===== config.mk =====
export PLATFORM = sky130hd
export DESIGN_NAME = uif_top
export DESIGN_NICKNAME = d
export VERILOG_FILES = /design/src/uif_pkg.sv /design/src/uif_top.sv
export VERILOG_INCLUDE_DIRS = /design/src
export SDC_FILE = /design/constraint.sdc
export NUM_CORES = 1
export LEC_CHECK = 0
export ABC_CLOCK_PERIOD_IN_PS = 1600
export BUFFER_PORTS_ARGS = -buffer_cell sky130_fd_sc_hd__clkbuf_2
export CAP_MARGIN = 20
export CORE_UTILIZATION = 40
export DETAILED_ROUTE_END_ITERATION = 7
export MAX_ROUTING_LAYER = met4
export PLACE_DENSITY_LB_ADDON = 0.25
export SLEW_MARGIN = 20
export SYNTH_ARGS = -nofsm -noshare
export SYNTH_HDL_FRONTEND = slang
export SYNTH_SLANG_ARGS = --single-unit

===== constraint.sdc =====
create_clock -name clock -period 1.6 [get_ports clock]
set_clock_uncertainty 0.1 [all_clocks]
set_input_delay 0.08 -clock clock [delete_from_list [all_inputs] [get_ports clock]]
set_output_delay 0.08 -clock clock [all_outputs]
set_load 0.05 [all_outputs]

===== src/uif_regs.svh =====
// Register offsets, field positions, reset values for the channel
// interrupt-identification and line-format block.
// Assumes a 32-bit AHB-Lite slave with one register per aligned word.
`ifndef UIF_REGS_SVH
`define UIF_REGS_SVH

// ----------------------------------------
// Byte offsets
// ----------------------------------------
`define UIF_OFF_IID 8'h00
`define UIF_OFF_LFC 8'h04
`define UIF_OFF_FIFO 8'h08
`define UIF_OFF_SRC 8'h0C
`define UIF_OFF_ENA 8'h10

// ----------------------------------------
// Field positions and codes
// ----------------------------------------
`define UIF_LFC_DLAB 7
`define UIF_LFC_BREAK 6
`define UIF_LFC_FORCE 5
`define UIF_LFC_EVEN 4
`define UIF_LFC_PAREN 3
`define UIF_LFC_STOP 2
`define UIF_FIFO_EN 0
`define UIF_CODE_LINE 6'h06
`define UIF_CODE_RXDATA 6'h04
`define UIF_CODE_RXTMO 6'h0C
`define UIF_CODE_TXEMPTY 6'h02
`define UIF_CODE_MODEM 6'h00
`define UIF_CODE_NONE 6'h01

// ----------------------------------------
// Reset values
// ----------------------------------------
`define UIF_LFC_RESET 8'h00
`define UIF_FIFO_RESET 8'h00
`define UIF_ENA_RESET 8'h00

`endif


===== src/uif_pkg.sv =====
// Types shared by the interrupt-identification and line-format block.
// Assumes uif_regs.svh supplies the numeric constants.
package uif_pkg;
  typedef enum logic [2:0] {
    UIF_SRC_LINE,
    UIF_SRC_RXDATA,
    UIF_SRC_RXTMO,
    UIF_SRC_TXEMPTY,
    UIF_SRC_MODEM,
    UIF_SRC_NONE
  } uif_src_t;

  // Character format handed to the shift logic
  typedef struct packed {
    logic [3:0] data_bits;
    logic parity_on;
    logic parity_value_forced;
    logic parity_forced;
    logic parity_even;
    logic [1:0] stop_half_bits;
    logic break_on;
    logic divisor_access;
  } uif_format_t;

  // One-cycle event pulses from the channel datapath
  typedef struct packed {
    logic line_status;
    logic rx_data;
    logic rx_timeout;
    logic tx_empty;
    logic modem;
  } uif_events_t;
endpackage


===== src/uif_top.sv =====
// Interrupt identification and character-format control for one serial
// channel, reached over AHB-Lite. Event pulses come from the same clock.
//
// The AHB-Lite register port and the placing of the registers were left to the implementer.
`timescale 1ns/1ps
`default_nettype none
`include "uif_regs.svh"

// Operation
// - Reading the identification register returns the code latched for the highest pending source.
// - That read clears only the reported source; lower ones show next.
// - While a report is unserviced, no other source is acknowledged.
// - Line status is level 1, code 000110.
// - Received data available is level 2, code 000100.
// - Receive timeout is level 2, code 001100.
// - Transmit holding empty is level 3, code 000010.
// - Modem status is level 4, code 000000.
// - Bits 7:6 show FIFO enable, bits 5:4 read zero.
// - Bit 0 reads zero when pending, one when idle.
// - Format bit 7 opens divisor and enhanced access, default off.
// - Format bit 6 holds serial output low for a break.
// - Format bit 3 enables parity generation and checking.
// - Format bit 4 picks odd when zero, even when one.
// - Format bit 5 forces parity to the inverse of bit 4.
// - Format bit 2 gives one, one and a half, or two stops.
// - Format bits 1:0 choose five to eight data bits.
// - FIFO enable bit enables both FIFOs and shows in bits 7:6.
module uif_top (
  input wire logic clock,
  input wire logic rstn,
  input wire logic hsel,
  input wire logic [7:0] haddr,
  input wire logic [1:0] htrans,
  input wire logic hwrite,
  input wire logic [2:0] hsize,
  input wire logic [31:0] hwdata,
  input wire logic hready,
  output logic [31:0] hrdata,
  output logic hreadyout,
  output logic hresp,
  input wire uif_pkg::uif_events_t events,
  input wire logic tx_serial_raw,
  output logic tx_serial,
  output uif_pkg::uif_format_t format,
  output logic fifo_enable,
  output logic irq
);
  import uif_pkg::*;

  // ----------------------------------------
  // Register map (byte offsets, one aligned word each)
  // ----------------------------------------
  // 0x00 identification: RO, reported source code and FIFO flags
  // 0x04 line format: RW, character format, break, divisor access
  // 0x08 FIFO control: RW, bit 0 enables; other bits need it set
  // 0x0C raw pending: RO, sticky source flags, bit 0 line status
  // 0x10 source enable: RW, one mask bit per source, all off at reset
  // Unmapped offsets read zero and drop writes. There are no wait
  // states, so hreadyout is tied high and every response is OKAY.
  // hsize is not checked: only whole-word access is supported, and a
  // narrow write still lands its low byte.
  // Only the low byte of a word carries meaning; upper bits read zero.

  // ----------------------------------------
  // Bus slave address phase capture
  // ----------------------------------------
  logic wr_pend;
  logic rd_pend;
  logic [7:0] addr_q;
  logic take;

  // Read data is steered from the registered address phase, so it is
  // valid for exactly one data phase and zero in every other cycle.
  assign take = hsel && hready && htrans[1];
  assign hreadyout = 1'b1;
  assign hresp = 1'b0;

  always_ff @(posedge clock) begin
    if (!rstn) begin
      wr_pend <= 1'b0;
      rd_pend <= 1'b0;
      addr_q <= 8'h00;
    end else begin
      wr_pend <= take && hwrite;
      rd_pend <= take && !hwrite;
      if (take) begin
        addr_q <= haddr;
      end
    end
  end

  // ----------------------------------------
  // Writable registers
  // ----------------------------------------
  logic [7:0] line_format_control;
  logic [7:0] fifo_control;
  logic [4:0] source_enable;

  always_ff @(posedge clock) begin
    if (!rstn) begin
      line_format_control <= `UIF_LFC_RESET;
      fifo_control <= `UIF_FIFO_RESET;
      source_enable <= 5'(`UIF_ENA_RESET);
    end else if (wr_pend) begin
      case (addr_q)
        `UIF_OFF_LFC: begin
          line_format_control <= hwdata[7:0];
        end
        `UIF_OFF_FIFO: begin
          // Other bits only take effect with the enable written as one;
          // writing the enable as zero drops the whole register.
          if (hwdata[`UIF_FIFO_EN]) begin
            fifo_control <= hwdata[7:0];
          end else begin
            fifo_control <= `UIF_FIFO_RESET;
          end
        end
        `UIF_OFF_ENA: begin
          source_enable <= hwdata[4:0];
        end
        default: begin
        end
      endcase
    end
  end

  assign fifo_enable = fifo_control[`UIF_FIFO_EN];

  // ----------------------------------------
  // Pending sources and priority
  // ----------------------------------------
  // Bit order: line, rx data, rx timeout, tx empty, modem
  logic [4:0] pending;
  logic [4:0] ev_vec;
  logic [4:0] live;
  uif_src_t top_src;
  uif_src_t reported;
  logic report_held;
  logic iid_read;

  assign ev_vec = {events.modem, events.tx_empty, events.rx_timeout,
                   events.rx_data, events.line_status};
  assign live = pending & source_enable;
  assign iid_read = rd_pend && (addr_q == `UIF_OFF_IID);

  // Priority is fixed by position: line status first, modem last. The
  // two level-two sources share a level; data is served ahead of the
  // timeout so a full receiver is drained before the idle report.
  function automatic uif_src_t pick_top(input logic [4:0] v);
    uif_src_t s;
    s = UIF_SRC_NONE;
    if (v[0]) begin
      s = UIF_SRC_LINE;
    end else if (v[1]) begin
      s = UIF_SRC_RXDATA;
    end else if (v[2]) begin
      s = UIF_SRC_RXTMO;
    end else if (v[3]) begin
      s = UIF_SRC_TXEMPTY;
    end else if (v[4]) begin
      s = UIF_SRC_MODEM;
    end
    return s;
  endfunction

  function automatic logic [5:0] src_code(input uif_src_t s);
    logic [5:0] c;
    case (s)
      UIF_SRC_LINE: begin
        c = `UIF_CODE_LINE;
      end
      UIF_SRC_RXDATA: begin
        c = `UIF_CODE_RXDATA;
      end
      UIF_SRC_RXTMO: begin
        c = `UIF_CODE_RXTMO;
      end
      UIF_SRC_TXEMPTY: begin
        c = `UIF_CODE_TXEMPTY;
      end
      UIF_SRC_MODEM: begin
        c = `UIF_CODE_MODEM;
      end
      default: begin
        c = `UIF_CODE_NONE;
      end
    endcase
    return c;
  endfunction

  assign top_src = pick_top(live);

  // Whether the latched source is still pending and enabled. A case
  // keeps the lookup inside the five flags even for the idle code.
  function automatic logic src_live(input uif_src_t s,
                                    input logic [4:0] v);
    logic r;
    r = 1'b0;
    case (s)
      UIF_SRC_LINE: r = v[0];
      UIF_SRC_RXDATA: r = v[1];
      UIF_SRC_RXTMO: r = v[2];
      UIF_SRC_TXEMPTY: r = v[3];
      UIF_SRC_MODEM: r = v[4];
      default: r = 1'b0;
    endcase
    return r;
  endfunction

  logic reported_live;
  assign reported_live = src_live(reported, live);

  // The report is frozen once latched, so a newly arriving higher source
  // cannot swap the code under a service routine.
  always_ff @(posedge clock) begin
    if (!rstn) begin
      reported <= UIF_SRC_NONE;
      report_held <= 1'b0;
    end else if (iid_read) begin
      report_held <= 1'b0;
      reported <= UIF_SRC_NONE;
    end else if (!report_held && top_src != UIF_SRC_NONE) begin
      reported <= top_src;
      report_held <= 1'b1;
    end else if (report_held && !reported_live) begin
      // Source disabled or gone: release the report, so the code never
      // points at something that no longer pends.
      report_held <= 1'b0;
      reported <= UIF_SRC_NONE;
    end
  end

  // One-hot clear of the reported source on an identification read
  logic [4:0] clear_vec;

  genvar gi;
  generate
    for (gi = 0; gi < 5; gi++) begin : g_pend
      assign clear_vec[gi] = iid_read && report_held &&
                             (reported == uif_src_t'(3'(gi)));
      always_ff @(posedge clock) begin
        if (!rstn) begin
          pending[gi] <= 1'b0;
        end else if (ev_vec[gi]) begin
          // Set wins over the read-clear in the same cycle
          pending[gi] <= 1'b1;
        end else if (clear_vec[gi]) begin
          pending[gi] <= 1'b0;
        end
      end
    end
  endgenerate

  assign irq = |live;

  // ----------------------------------------
  // Read data
  // ----------------------------------------
  logic [5:0] iid_code;
  logic [7:0] iid_value;

  // The idle code stands whenever nothing is latched, so a released
  // source never reads back after its report was dropped.
  always_comb begin
    if (report_held) begin
      iid_code = src_code(reported);
    end else begin
      iid_code = `UIF_CODE_NONE;
    end
  end

  // Upper pair mirrors the FIFO enable; bits 5:4 are reserved zero
  assign iid_value = {{2{fifo_enable}}, 2'b00, iid_code[3:0]};

  always_comb begin
    hrdata = 32'h00000000;
    if (rd_pend) begin
      case (addr_q)
        `UIF_OFF_IID: begin
          hrdata = {24'h000000, iid_value};
        end
        `UIF_OFF_LFC: begin
          hrdata = {24'h000000, line_format_control};
        end
        `UIF_OFF_FIFO: begin
          hrdata = {24'h000000, fifo_control};
        end
        `UIF_OFF_SRC: begin
          hrdata = {27'h0000000, pending};
        end
        `UIF_OFF_ENA: begin
          hrdata = {27'h0000000, source_enable};
        end
        default: begin
          hrdata = 32'h00000000;
        end
      endcase
    end
  end

  // ----------------------------------------
  // Character format decode
  // ----------------------------------------
  logic [1:0] wl;
  assign wl = line_format_control[1:0];

  always_comb begin
    format.data_bits = 4'(wl) + 4'h5;
    format.parity_on = line_format_control[`UIF_LFC_PAREN];
    format.parity_even = line_format_control[`UIF_LFC_EVEN];
    format.parity_forced = line_format_control[`UIF_LFC_PAREN] &&
                           line_format_control[`UIF_LFC_FORCE];
    format.parity_value_forced = !line_format_control[`UIF_LFC_EVEN];
    // Stop length is counted in half bit times: 2 is one stop, 3 is one
    // and a half, and the field wraps to 0 for two stops (four halves).
    if (!line_format_control[`UIF_LFC_STOP]) begin
      format.stop_half_bits = 2'h2;
    end else if (wl == 2'h0) begin
      format.stop_half_bits = 2'h3;
    end else begin
      format.stop_half_bits = 2'h0; // (0 means four halves)
    end
    format.break_on = line_format_control[`UIF_LFC_BREAK];
    format.divisor_access = line_format_control[`UIF_LFC_DLAB];
  end

  // ----------------------------------------
  // Break output
  // ----------------------------------------
  // Break overrides whatever the shifter drives. It is applied behind a
  // flop so the line changes one cycle after the write, the same delay
  // as the pass-through, and the line idles high out of reset.
  always_ff @(posedge clock) begin
    if (!rstn) begin
      tx_serial <= 1'b1;
    end else begin
      tx_serial <= line_format_control[`UIF_LFC_BREAK] ? 1'b0 : tx_serial_raw;
    end
  end
endmodule
`default_nettype wire


### Word level (Yosys, flattened, before mapping)

Cells that the tools add are included.

| cells by class | value |
|---|---|
| $add $sub $neg | 1 |
| bitwise operators | 2 |
| equal/unequal tests | 9 |
| reduce and logical (&&, ||, !) cells | 32 |
| mux-type cells | 28 |

Operators with widths:

| cell | number |
|---|---|
| one-hot mux 8 bit (5 select lines) | 1 |
| one-hot mux 4 bit (5 select lines) | 1 |
| two-way mux 3 bit | 6 |
| == test 8 x 4 -> 1 bit, second input constant | 2 |
| two-way mux 8 bit | 2 |
| logical AND 1 bit | 14 |
| two-way mux 1 bit | 14 |
| nonzero test 2 bit | 6 |
| == test 8 x 3 -> 1 bit, second input constant | 1 |
| == test 8 x 5 -> 1 bit, second input constant | 1 |
| zero test 8 bit | 1 |
| == test 3 x 2 -> 1 bit, second input constant | 2 |
| AND reduction 2 bit | 3 |
| bitwise AND 5 bit | 1 |
| one-hot mux 1 bit (5 select lines) | 1 |
| OR reduction 5 bit | 1 |
| adder 2 x 3 -> 4 bit, second input constant | 1 |
| zero test 1 bit | 4 |
| two-way mux 2 bit | 2 |
| two-way mux 4 bit | 1 |
| == test 3 x 1 -> 1 bit, second input constant | 1 |
| == test 3 bit, second input constant | 1 |
| zero test 3 bit | 1 |
| inequality test 3 bit, second input constant | 1 |
| 3 further kinds | 3 |

| word-level totals | value |
|---|---|
| input port bits | 56 |
| word-level logic and storage cells | 86 |
| bits in registers | 41 |

### Depth between registers and ports, before layout

Gate-level depths: netlist (run 1).

| logic depth | value |
|---|---|
| word-level depth | 9 |
| gate-level depth with buffers | 6 |

### Worst setup path before layout (run 1)

OpenSTA, ideal clock, no wires.

| path | value |
|---|---|
| kind | register to output |
| start | register report_held |
| end | output port hrdata[2] |
| arrival time | 2.162 ns |
| path buffers | 1 |
| data required time | 1.420 ns |
| path slack | -0.742 ns |
| cell stages (with the launch flop) | 6 |
| cells stage by stage | dfxtp_1 -> buf_4 -> nand2b_1 -> nand3b_1 -> a21o_1 -> a221oi_1 |

| between the ends | value |
|---|---|
| longest elaborated chain between the ends | 3 |

RTL lines:

| what | line | RTL |
|---|---|---|
| from (decl) | uif_top.sv:138 | `logic report_held;` |
| from (signal assigned) | uif_top.sv:218 | `report_held <= 1'b0;` |
| from (signal assigned) | uif_top.sv:220 | `report_held <= 1'b0;` |
| from (signal assigned) | uif_top.sv:224 | `report_held <= 1'b1;` |
| two-way mux 4 bit | uif_top.sv:265 | `if (report_held) begin` |
| one-hot mux 8 bit (5 select lines) | uif_top.sv:278 | `case (addr_q)` |
| two-way mux 8 bit | uif_top.sv:277 | `if (rd_pend) begin` |
| to (decl) | uif_top.sv:38 | `output logic [31:0] hrdata,` |

Every way passes these cells.

### Final worst setup path (run 1)

| path | value |
|---|---|
| start | register addr_q[3] |
| end | output port hrdata[1] |

| between the ends | value |
|---|---|
| longest elaborated chain between the ends | 3 |
| elaborated cells on any way between the ends | 7 |
| classes of those cells | 4 x eq/ne; 2 x mux; 1 x reduce/logical |

RTL lines:

| what | line | RTL |
|---|---|---|
| from (decl) | uif_top.sv:69 | `logic [7:0] addr_q;` |
| from (signal assigned) | uif_top.sv:87 | `addr_q <= haddr;` |
| == test 8 x 5 -> 1 bit, or another cell as far along | uif_top.sv:278 |  |
| one-hot mux 8 bit (5 select lines) (*) | uif_top.sv:278 |  |
| two-way mux 8 bit (*) | uif_top.sv:277 |  |

Mark *: on every way between the ends. The rest lies on a longest branch, timed or not.

==> impl_results.rst, run 1 <==
.. list-table::
   :header-rows: 1

   * - Metric
     - Value
   * - Outcome
     - finished with violations
   * - Violations in the final reports
     - setup timing
   * - Std-Cell Core Area
     - a little under 6000 sq um
   * - Die Wd
     - 80.8 um
   * - Uppermost layer routed
     - met4
   * - Hold WS
     - 0.0722 ns
   * - Routability cong.
     - 0.955
   * - Data arrival, critical path
     - 1.61 ns
   * - Synthesized area divided by synthesized cell count
     - 8.12 sq um
   * - Count of nets left with antenna violations after detail routing
     - 0
   * - Number of buffers inserted during clock tree synthesis
     - 5
   * - Count of buffering cells on the critical path with inverters included
     - 3
   * - Met2 Wirelength
     - between 3000 and 4000 um
   * - Max VDD drop
     - roughly 0.00037 V
   * - CP Cell Sequence
     - buf_6 > buf_6 > o31ai_4 > a32oi_1 > nor2_2 > buf_8
   * - Maximum Capacitance Violations
     - 0
   * - Length of the first detailed-routing pass in iterations
     - 5
   * - Clock-pin slew on the worst setup and hold paths
     - 0.08 ns
   * - Critical path class
     - flop to primary output
   * - Post-DR wirelength/cell
     - approximately 13 um
   * - Count of buffers from port buffering
     - 50
   * - Min setup slack post-route
     - -0.187 ns
   * - Top cells by count, synth
     - nand2_1, dfxtp_1, buf_4
   * - Drt drc
     - 0
   * - Number of buffers on the longest clock path
     - 2
   * - Fill cell instance count of the final layout
     - 521
   * - Share of flip-flops with an asynchronous set or reset after synthesis
     - 0
   * - Most repeated library cell on the critical path
     - buf_6
   * - Power density over the cells
     - 622 nW/um^2
   * - Area used by sequential logic in the layout
     - approximately 840 sq um
   * - Initial DRC Count
     - 186
   * - Cell area after synthesis
     - 2480 sq um
   * - Vias/cell
     - approximately 4.9
   * - Via count
     - approximately 2300
   * - Initial antenna violation count
     - 0
   * - Reported leakage power
     - 1.48 nW
   * - Number of endpoints failing setup at the final stage
     - 13
   * - Detail Route met3 WL
     - ~380 um
   * - Die Area
     - 6530 sq um
   * - Synth Flop Type
     - dfxtp_1
   * - Skew-Pair Late Insertion Delay
     - 0.30 ns
   * - DRT Wirelength
     - between 6000 and 7000 um
   * - Multi-input gate area
     - 1540 sq um
   * - Endpoint with the worst hold slack
     - fifo_control[4]$_SDFFE_PN0P_
   * - Via count of the first global-routing pass
     - 2095
   * - P&R area growth vs syn
     - 42.8%
   * - Floorplan die height
     - 80.8 um
   * - Sink Count
     - 41
   * - Most frequent cell after synthesis
     - nand2_1
   * - Post-synth EDFFs
     - 0
   * - Cell at the root of the clock tree
     - clkbuf_8
   * - Reg2Reg Setup Slack
     - -0.01 ns
   * - Antenna Diode Count
     - 0
   * - Top cell type by total area after synthesis
     - dfxtp_1
   * - Setup Total Neg Slack
     - -1.02 ns
   * - Share of post-route cells with drive strength above 1
     - 0.373
   * - Element type at the critical path end
     - primary output
   * - Fraction of the yosys area taken by sequential cells
     - 0.330
   * - Reg-to-reg endpoint
     - line_format_control[7]$_SDFFE_PN0P_
   * - Remaining global-route overflow
     - 0
   * - Max Slew Vio Count
     - 0
   * - Highest achievable clock rate
     - around 560 MHz
   * - Final Critical Period
     - between 1.5 and 2 ns
   * - Setup repair after global routing missed its margin
     - yes
   * - Post-synthesis cell count
     - ~300
   * - Hold violation count in the final report
     - 0
   * - Count of distinct cell types in the synthesized netlist
     - between 40 and 50
   * - Ys Warns
     - 0
   * - Global routing usage summed across all routing layers
     - 0.202
   * - Largest fanout on the critical path
     - 7
   * - Final Cycle Share
     - 1.12
   * - Wire length of the first global-routing pass
     - 9850 um
   * - HPWL reported at the end of detailed placement
     - ~4300 um
   * - Reg-to-Reg Start
     - addr_q[0]$_SDFFE_PN0P_
   * - CP max stage cell
     - dfxtp_4
   * - Origin of the worst min-delay path
     - hwdata[0]
   * - Pin count of the biggest net entering global routing
     - 34
   * - Met1 layer wirelength in the final routing
     - 2790 um
   * - Nets@finish
     - 456
   * - Category of the worst setup path launch point
     - flop
   * - Num ports
     - between 100 and 150
   * - Area share of the leading cell type in the synthesized netlist
     - 0.330
   * - Hold crit path type
     - input pin to flop
   * - Initial standard-cell utilization of the core
     - 0.417
   * - Top area cells in the synthesized netlist
     - dfxtp_1, buf_4, mux2i_1
   * - Largest stage delay, worst path
     - 0.38 ns
   * - Required time of the worst setup path
     - between 1 and 1.5 ns
   * - Clock tree from TritonCTS
     - done
   * - Total number of H-tree levels
     - 2
   * - Kind of cell adding the most delay to the critical path
     - buffers and inverters
   * - Logic depth of the worst register-to-register path
     - 5
   * - Synthesized flop and latch total
     - between 40 and 50
   * - Depth of the worst hold-timing path
     - 3
   * - Floorplan row count
     - 28
[registers in the layout (all words and copies together) (netlist names)]
register / cells
pending: 5
tx_serial: 1
reported: 3
rd_pend: 1
fifo_control: 8
line_format_control: 8
report_held: 1
addr_q: 8
source_enable: 5
wr_pend: 1
[routing by layer]
metal,up-vias,GRT usage
met5,-,-
met4,0,0.0786
met3,10,0.0326
met2,91,0.336
met1,1058,0.244
li1,1179,-
[worst max-delay path by stage]
| stage | slack, ns | endpoint | depth (start not counted) | start |
|---|---|---|---|---|
| 6_report | -0.19 | hrdata[1] | 6 | addr_q[3]$_SDFFE_PN0P_ |
| 5_1_grt | -0.27 | hrdata[2] | 5 | addr_q[0]$_SDFFE_PN0P_ |
| 4_1_cts | -0.19 | hrdata[0] | 6 | addr_q[6]$_SDFFE_PN0P_ |
| 3_5_place_dp | -0.11 | hrdata[0] | 5 | addr_q[3]$_SDFFE_PN0P_ |
| 3_3_place_gp | -0.09 | hrdata[0] | 5 | addr_q[7]$_SDFFE_PN0P_ |
| 2_1_floorplan | -0.10 | hrdata[2] | 4 | addr_q[7]$_SDFFE_PN0P_ |
[report_power, final]
group	switching, mW	leakage [nW]	total, mW	internal [mW]
sequential	0.0242	0.339	1.06	1.03
combinational	0.271	1.09	0.427	0.157
clock	0.373	0.0512	0.722	0.350
total	0.668	1.48	2.21	1.54
[logic make-up after synthesis]
family / Yosys count / synth area share
flops: 41 / 0.330
simple gates: 114 / 0.237
buf+inv: 64 / 0.165
compound gates: 57 / 0.149
mux: 25 / 0.102
other cells: 2 / 0.00302
xor+xnor: 1 / 0.00353
fa+ha+maj: 2 / 0.0101
[metrics by stage]
stage / cell area, sq um / total power, mW / worst slack (ns) / std cells / util
floorplan: 2630 / 1.38 / -0.102 / 330 / -
global placement: 2850 / 1.41 / -0.0887 / 434 / 0.479
detailed placement: 2850 / 1.41 / -0.113 / 434 / 0.479
CTS: 3420 / 2.20 / -0.187 / 470 / 0.575
global route: 3550 / 2.30 / -0.267 / 474 / 0.596
finish: 3550 / 2.21 / -0.187 / 474 / 0.596
[timing repair]
item | in CTS | in global routing
hold buffers | 22 | 0
setup endpoints to repair | 24 | 37
resized for setup | 54 | 34
pin swaps | 18 | 14
hold endpoints to repair | 34 | 0
buffers inserted | 6 | 7
[layout by cell type, fill, tap and decap left out, drive strengths merged, types with 3 or more instances in the layout]
master,netlist,final
and3,6,6
nand4,3,3
and2,4,4
nand2,52,52
mux2,3,3
o21ai,8,8
nor3,4,4
buf,40,48
conb,2,26
dfxtp,41,41
a21oi,24,24
nand2b,4,4
nand3,13,13
o41ai,3,3
o31ai,3,3
inv,15,15
clkbuf,9,46
a31oi,3,3
nor2,14,14
nand4b,4,4
dlygate4sd3,0,22
mux2i,22,22
[cell type report]
cell class	count	area share
Multi-Input combinational cell	225	0.434
Inverter	15	0.0159
Tap cell	75	0.0264
Clock inverter	2	0.00388
Clock buffer	6	0.0233
Timing Repair Buffer	110	0.259
Sequential cell	41	0.238
[worst min-delay path: stages]
cell and delay [ns]:
clkbuf_2 0.18, nand3_1 0.10, mux2i_1 0.06
Note: power is estimated with default switching activity, not from simulation.
==> run 2: changes to the inputs <==
--- a/config.mk
+++ b/config.mk
@@ -6,11 +6,11 @@
 export SDC_FILE = /design/constraint.sdc
 export NUM_CORES = 1
 export LEC_CHECK = 0
-export ABC_CLOCK_PERIOD_IN_PS = 1600
-export BUFFER_PORTS_ARGS = -buffer_cell sky130_fd_sc_hd__clkbuf_2
+export ABC_CLOCK_PERIOD_IN_PS = 2100
 export CAP_MARGIN = 20
 export CORE_UTILIZATION = 40
 export DETAILED_ROUTE_END_ITERATION = 7
+export DONT_BUFFER_PORTS = 1
 export MAX_ROUTING_LAYER = met4
 export PLACE_DENSITY_LB_ADDON = 0.25
 export SLEW_MARGIN = 20
==> constraint.sdc (replaced) <==
create_clock -name clock -period 2.1 [get_ports clock]
set_clock_uncertainty 0.1 [all_clocks]
set_input_delay 0.105 -clock clock [delete_from_list [all_inputs] [get_ports clock]]
set_output_delay 0.105 -clock clock [all_outputs]
set_load 0.05 [all_outputs]
==> impl_results.rst, run 2 (synthesis results as in run 1) <==
.. list-table::
   :header-rows: 1

   * - Metric
     - Value
   * - CP Cell Sequence
     - nand2b_1 > nand3b_1 > a21o_1 > a221oi_2 > buf_6
   * - Share of post-route cells with drive strength above 1
     - 0.146 (-0.227)
   * - Max transition margin
     - 0.548
   * - Power density over the cells
     - 560 nW/um^2 (-10%)
   * - P&R area growth vs syn
     - 14.0%
   * - Reported leakage power
     - 1.10 nW (-26%)
   * - Hold crit path type
     - input pin to flop
   * - Max VDD drop
     - 0.000447 V (+22%)
   * - Met3 routing resource usage after global routing
     - 0.0404 (+0.00787)
   * - Routability cong.
     - 0.868 (-9.2%)
   * - Transition time at the pin with the least slew margin
     - 0.677 ns
   * - Initial DRC Count
     - 147 (-21%)
   * - Clock-pin slew on the worst setup and hold paths
     - 0.09 ns (about the same)
   * - Initial antenna violation count
     - 0 (unchanged)
   * - Category of the worst setup path launch point
     - flop
   * - Std-Cell Core Area
     - 5960 sq um (unchanged)
   * - Highest achievable clock rate
     - 495 MHz
   * - Critical path class
     - flop to primary output
   * - Num ports
     - 105 (unchanged)
   * - Most crowded layer after global routing
     - met2
   * - Power consumption
     - 1.59 mW (-28%)
   * - Initial standard-cell utilization of the core
     - 0.417 (unchanged)
   * - Wire length of the first global-routing pass
     - 9850 um (unchanged)
   * - Met2 track demand over resource in global routing
     - 0.330 (-0.00588)
   * - Count of buffering cells on the critical path with inverters included
     - 1 (-2)
   * - Required time of the worst setup path
     - 1.89 ns (+0.47 ns)
   * - Remaining global-route overflow
     - 0 (unchanged)
   * - Met1 Resource Use GR
     - 0.262 (+0.0179)
   * - Setup Total Neg Slack
     - 0 ns (+1.02 ns)
   * - Total placed instance area
     - 2500 sq um (-12%)
   * - Via count of the first global-routing pass
     - 1943 (-7.3%)
   * - Final Cycle Share
     - 0.962
   * - Area used by sequential logic in the layout
     - 822 sq um (-2.7%)
   * - Outcome
     - finished, final reports clean
   * - Data arrival, critical path
     - 1.81 ns (+0.20 ns)
   * - Length of the first detailed-routing pass in iterations
     - 4 (-1)
   * - Number of endpoints failing setup at the final stage
     - 0 (-13)
   * - Largest fanout on the critical path
     - 9 (+2)
   * - Clock tree from TritonCTS
     - done
   * - Skew-Pair Late Insertion Delay
     - 0.30 ns (about the same)
   * - Sink Count
     - 41 (unchanged)
   * - Largest registers
     - addr_q (8), fifo_control (8), line_format_control (8)
   * - Most common cell after layout, fill and taps aside
     - nand2_1
   * - Global routing usage summed across all routing layers
     - 0.207 (+0.00444)
   * - Die Wd
     - 80.8 um (unchanged)
   * - Antenna Diode Count
     - 0 (unchanged)
   * - Non-filler cells in the finished layout
     - 410 (-14%)
   * - Count of nets left with antenna violations after detail routing
     - 0 (unchanged)
   * - CP max stage cell
     - dfxtp_1
   * - Post-route standard cell area excluding fillers
     - 2830 sq um (-20%)
   * - Number of buffers inserted during clock tree synthesis
     - 5 (unchanged)
   * - Floorplan die height
     - 80.8 um (unchanged)
   * - Via count
     - 2104 (-10%)
   * - Nets@finish
     - 392 (-14%)
   * - Post-DR wirelength/cell
     - 14.6 um (+8.3%)
   * - Floorplan row count
     - 28 (unchanged)
   * - Total number of H-tree levels
     - 2 (unchanged)
   * - Maximum Capacitance Violations
     - 0 (unchanged)
   * - Fill cell instance count of the final layout
     - 617 (+18%)
   * - Hold violation count in the final report
     - 0 (unchanged)
   * - # placed instances
     - 378 (-13%)
   * - Element type at the critical path end
     - primary output
   * - Largest stage delay, worst path
     - 0.40 ns (+0.02 ns)
   * - Setup repair after global routing missed its margin
     - no
   * - Leading cell types in the layout, fill and taps excluded
     - nand2_1, dfxtp_1, conb_1, a21oi_1, dlygate4sd3_1
   * - Count of buffers from port buffering
     - 0 (-100%)
   * - Cell at the root of the clock tree
     - clkbuf_8
   * - Pin count of the biggest net entering global routing
     - 34 (unchanged)
   * - Die Area
     - 6530 sq um (unchanged)
   * - Kind of cell adding the most delay to the critical path
     - compound AO/OA/AOI/OAI gates
   * - DRT Wirelength
     - 5980 um (-6.3%)
   * - Final Critical Period
     - between 2 and 2.5 ns
   * - Vias/cell
     - 5.13 (+4.0%)
   * - Number of buffers on the longest clock path
     - 2 (unchanged)
   * - Multi-input gate area
     - 1350 sq um (-12%)
   * - Drt drc
     - 0 (unchanged)
   * - HPWL reported at the end of detailed placement
     - 4210 um (-2.9%)
   * - Final core utilization
     - 0.476 (-0.120)
   * - Max Slew Vio Count
     - 0 (unchanged)
## run 2: cell count changes in the layout (fill, tap and decap cells not counted), sizes merged
cell,delta
buf,-25
clkbuf,-41
inv,+1
clkinvlp,+1
dlygate4sd3,+1
clkinv,-1
## run 2: power by group
part           internal (mW)  switching, mW
registers              0.791         0.0233
clock network          0.236          0.300
logic                 0.0624          0.174
total                   1.09          0.498
## run 2: layout make-up
cell class	instances	area share
multi-input combinational	225	0.478
sequential	41	0.290
timing repair buffer	46	0.147
tap	75	0.0331
clock buffer	5	0.0243
inverter	15	0.0199
clock inverter	3	0.00751
## run 2: stage by stage
step / setup slack [ns] / hold slack (ns)
floorplan: 0.155 / 0.0843
global placement: 0.338 / 0.0848
detailed placement: 0.315 / 0.0899
CTS: 0.0517 / 0.0530
global route: 0.00436 / 0.0587
finish: 0.0805 / 0.0582
## run 2: path summary, 6_finish.rpt
path	start	end	slack [ns]	cells past startpoint
worst max-delay path	reported[2]$_SDFFE_PP1P_	hrdata[2]	0.08	5
worst min-delay path	hready	rd_pend$_SDFF_PN0_	0.06	2
worst max register to register	addr_q[7]$_SDFFE_PN0P_	pending[0]$_SDFFE_PN0P_	0.51	4
worst min register to register	fifo_control[1]$_SDFFE_PN0P_	fifo_control[1]$_SDFFE_PN0P_	0.37	2
## run 2: metal layers
layer  routed length, um  up-vias
met1                2790      990
met3                 214        6
met5                   0        -
li1                    -     1048
met2                2910       60
met4                  59        0
## run 2: worst register-to-register path, stage by stage, from the launching register on
cell	delay [ns]
dfxtp_1	0.34
nor3_4	0.24
nand4_1	0.30
o41ai_1	0.36
a21oi_1	0.11
## run 2: timing repair
| action | in CTS | in global routing |
|---|---|---|
| resized for setup | 1 | 3 |
| pin swaps | 0 | 0 |
| setup buffers | 0 | 0 |
| endpoints found under the hold margin | 37 | 0 |
| hold buffers | 24 | 0 |
| endpoints found under the setup margin | 1 | 2 |
==> run 3: changes to the inputs <==
--- a/config.mk
+++ b/config.mk
@@ -7,10 +7,10 @@
 export NUM_CORES = 1
 export LEC_CHECK = 0
 export ABC_CLOCK_PERIOD_IN_PS = 2100
+export BUFFER_PORTS_ARGS = -buffer_cell sky130_fd_sc_hd__clkbuf_2
 export CAP_MARGIN = 20
 export CORE_UTILIZATION = 40
 export DETAILED_ROUTE_END_ITERATION = 7
-export DONT_BUFFER_PORTS = 1
 export MAX_ROUTING_LAYER = met4
 export PLACE_DENSITY_LB_ADDON = 0.25
 export SLEW_MARGIN = 20
==> impl_results.rst, run 3 (synthesis results as in run 1) <==
.. list-table::
   :header-rows: 1

   * - Metric
     - Value
   * - Outcome
     - finished, final reports clean
   * - Share of post-route cells with drive strength above 1
     - 0.235 (+0.0889)
   * - Leading cell types in the layout, fill and taps excluded
     - nand2_1, clkbuf_2, dfxtp_1, conb_1, a21oi_1
   * - Setup Total Neg Slack
     - 0 ns (unchanged)
   * - Floorplan die height
     - 80.8 um (unchanged)
   * - Final Critical Period
     - 2.01 ns (-0.00635 ns)
   * - Remaining global-route overflow
     - 0 (unchanged)
   * - Number of endpoints failing setup at the final stage
     - 0 (unchanged)
   * - Element type at the critical path end
     - primary output
   * - Largest registers
     - addr_q (8), fifo_control (8), line_format_control (8)
   * - Die Area
     - 6530 sq um (unchanged)
   * - Category of the worst setup path launch point
     - flop
   * - Detail Route met3 WL
     - 347 um (+62%)
   * - Via count
     - 2222 (+5.6%)
   * - Instance count on the critical path
     - 5 (unchanged)
   * - Number of buffers inserted during clock tree synthesis
     - 5 (unchanged)
   * - Skew-Pair Late Insertion Delay
     - 0.29 ns (about the same)
   * - Nets@finish
     - 427 (+8.9%)
   * - Met2 Wirelength
     - 2910 um (about the same)
   * - Depth of the worst hold-timing path
     - 3 (+1)
   * - Max VDD drop
     - 0.000296 V (-34%)
   * - Highest achievable clock rate
     - 497 MHz (+0.32%)
   * - Origin of the worst min-delay path
     - hwdata[2]
   * - Drt drc
     - 0 (unchanged)
   * - Data arrival, critical path
     - 1.81 ns (about the same)
   * - Die Wd
     - 80.8 um (unchanged)
   * - Hold violation count in the final report
     - 0 (unchanged)
   * - Antenna Diode Count
     - 0 (unchanged)
   * - Sink Count
     - 41 (unchanged)
   * - Kind of cell adding the most delay to the critical path
     - simple AND/OR/NAND/NOR gates
   * - Endpoint with the worst hold slack
     - line_format_control[2]$_SDFFE_PN0P_
   * - Reported leakage power
     - 1.24 nW (+13%)
   * - Routability cong.
     - 0.887 (+2.2%)
   * - CP Cell Sequence
     - nand4bb_1 > nand2b_1 > a31o_2 > a21oi_1 > clkbuf_4
   * - Vias/cell
     - 4.99 (-2.7%)
   * - Multi-input gate area
     - 1360 sq um (+0.37%)
   * - Final Cycle Share
     - 0.959 (-0.00302)
   * - Std-Cell Core Area
     - 5960 sq um (unchanged)
   * - Logic depth of the worst register-to-register path
     - 4 (unchanged)
   * - Count of buffering cells on the critical path with inverters included
     - 1 (unchanged)
   * - Max Slew Vio Count
     - 0 (unchanged)
   * - CP max stage cell
     - dfxtp_1
   * - Initial DRC Count
     - 102 (-31%)
   * - Global routing usage summed across all routing layers
     - 0.202 (-0.00459)
   * - Fill cell instance count of the final layout
     - 616 (-0.16%)
   * - Post-DR wirelength/cell
     - 13.3 um (-8.5%)
   * - Clock-pin slew on the worst setup and hold paths
     - 0.08 ns (about the same)
   * - Via count of the first global-routing pass
     - 2082 (+7.2%)
   * - Pin count of the biggest net entering global routing
     - 19 (-44%)
   * - Maximum Capacitance Violations
     - 0 (unchanged)
   * - P&R area growth vs syn
     - 19.9%
   * - Cell at the root of the clock tree
     - clkbuf_8
   * - Critical path class
     - flop to primary output
   * - Setup repair after global routing missed its margin
     - no
   * - Clock tree from TritonCTS
     - done
   * - DRT Wirelength
     - 5940 um (-0.70%)
   * - Met1 layer wirelength in the final routing
     - 2600 um (-6.9%)
   * - Uppermost layer routed
     - met4
   * - Most common cell after layout, fill and taps aside
     - nand2_1
   * - Number of buffers on the longest clock path
     - 2 (unchanged)
   * - Power density over the cells
     - 554 nW/um^2 (-1.1%)
   * - Total number of H-tree levels
     - 2 (unchanged)
   * - Largest fanout on the critical path
     - 8 (-1)
   * - Initial antenna violation count
     - 0 (unchanged)
   * - Reg-to-Reg Start
     - addr_q[7]$_SDFFE_PN0P_
   * - Reg-to-reg endpoint
     - fifo_control[6]$_SDFFE_PN0P_
   * - HPWL reported at the end of detailed placement
     - 4270 um (+1.5%)
   * - Area used by sequential logic in the layout
     - 825 sq um (+0.30%)
   * - Count of buffers from port buffering
     - 50 (+50)
   * - Reg2Reg Setup Slack
     - 0.49 ns (-0.02 ns)
   * - Floorplan row count
     - 28 (unchanged)
   * - Required time of the worst setup path
     - 1.89 ns (about the same)
   * - Hold WS
     - 0.0111 ns (-0.0471 ns)
   * - Hold crit path type
     - input pin to flop
   * - Initial standard-cell utilization of the core
     - 0.417 (unchanged)
   * - Wire length of the first global-routing pass
     - 9790 um (-0.63%)
   * - Num ports
     - 105 (unchanged)
   * - Largest stage delay, worst path
     - 0.39 ns (about the same)
   * - Count of nets left with antenna violations after detail routing
     - 0 (unchanged)
   * - Length of the first detailed-routing pass in iterations
     - 4 (unchanged)
==> run 3: where the power goes <==
group          internal (mW)  total (mW)  leakage (nW)  switching, mW
Combinational         0.0783       0.263         0.857          0.185
Sequential             0.790       0.810         0.334         0.0202
Clock                  0.297       0.577        0.0542          0.280
==> run 3: routing by layer <==
metal / global-route usage / vias to the layer above
met5: - / -
met4: 0.0768 / 0
met3: 0.0360 / 8
met2: 0.321 / 77
met1: 0.255 / 1017
li1: - / 1120
==> run 3: timing repair <==
item,4_1_cts,5_1_grt
endpoints found under the hold margin,25,0
hold buffers,21,0
gates resized for setup,1,13
setup buffers,0,0
endpoints found under the setup margin,6,7
==> run 3: area by class of cell <==
class,count,share of cell area
clock buffers,7,0.0323
well taps,75,0.0315
repair buffers,81,0.183
clock inverters,1,0.00168
inverters,15,0.0189
flip-flops and latches,41,0.277
multi-input cells,225,0.456
==> run 3: worst reg2reg max path, delay by kind of cell, from the launching register on <==
kind	cells	cell delay [ns]
DFF	1	0.34
muxes	1	0.22
and+or+nand+nor	3	0.89
==> run 3: metrics by stage <==
step | total power, mW | cell area [sq um] | instances | worst slack, ns | utilization
finish | 1.65 | 2980 | 445 | 0.0868 | 0.500
global route | 1.72 | 2980 | 445 | 0.0136 | 0.500
CTS | 1.66 | 2960 | 445 | 0.0306 | 0.497
detailed placement | 1.06 | 2650 | 416 | 0.187 | 0.444
global placement | 1.06 | 2650 | 416 | 0.190 | 0.444
floorplan | 1.05 | 2580 | 330 | 0.155 | -
==> run 3: worst max path at each step <==
stage                            startpoint         to  slack, ns
4_1_cts              addr_q[7]$_SDFFE_PN0P_  hrdata[2]       0.03
3_5_place_dp         addr_q[3]$_SDFFE_PN0P_  hrdata[1]       0.19
3_3_place_gp         addr_q[3]$_SDFFE_PN0P_  hrdata[1]       0.19
5_1_grt              addr_q[2]$_SDFFE_PN0P_  hrdata[4]       0.01
6_report           reported[0]$_SDFFE_PP1P_  hrdata[3]       0.09
2_1_floorplan  fifo_control[0]$_SDFFE_PN0P_  hrdata[6]       0.15
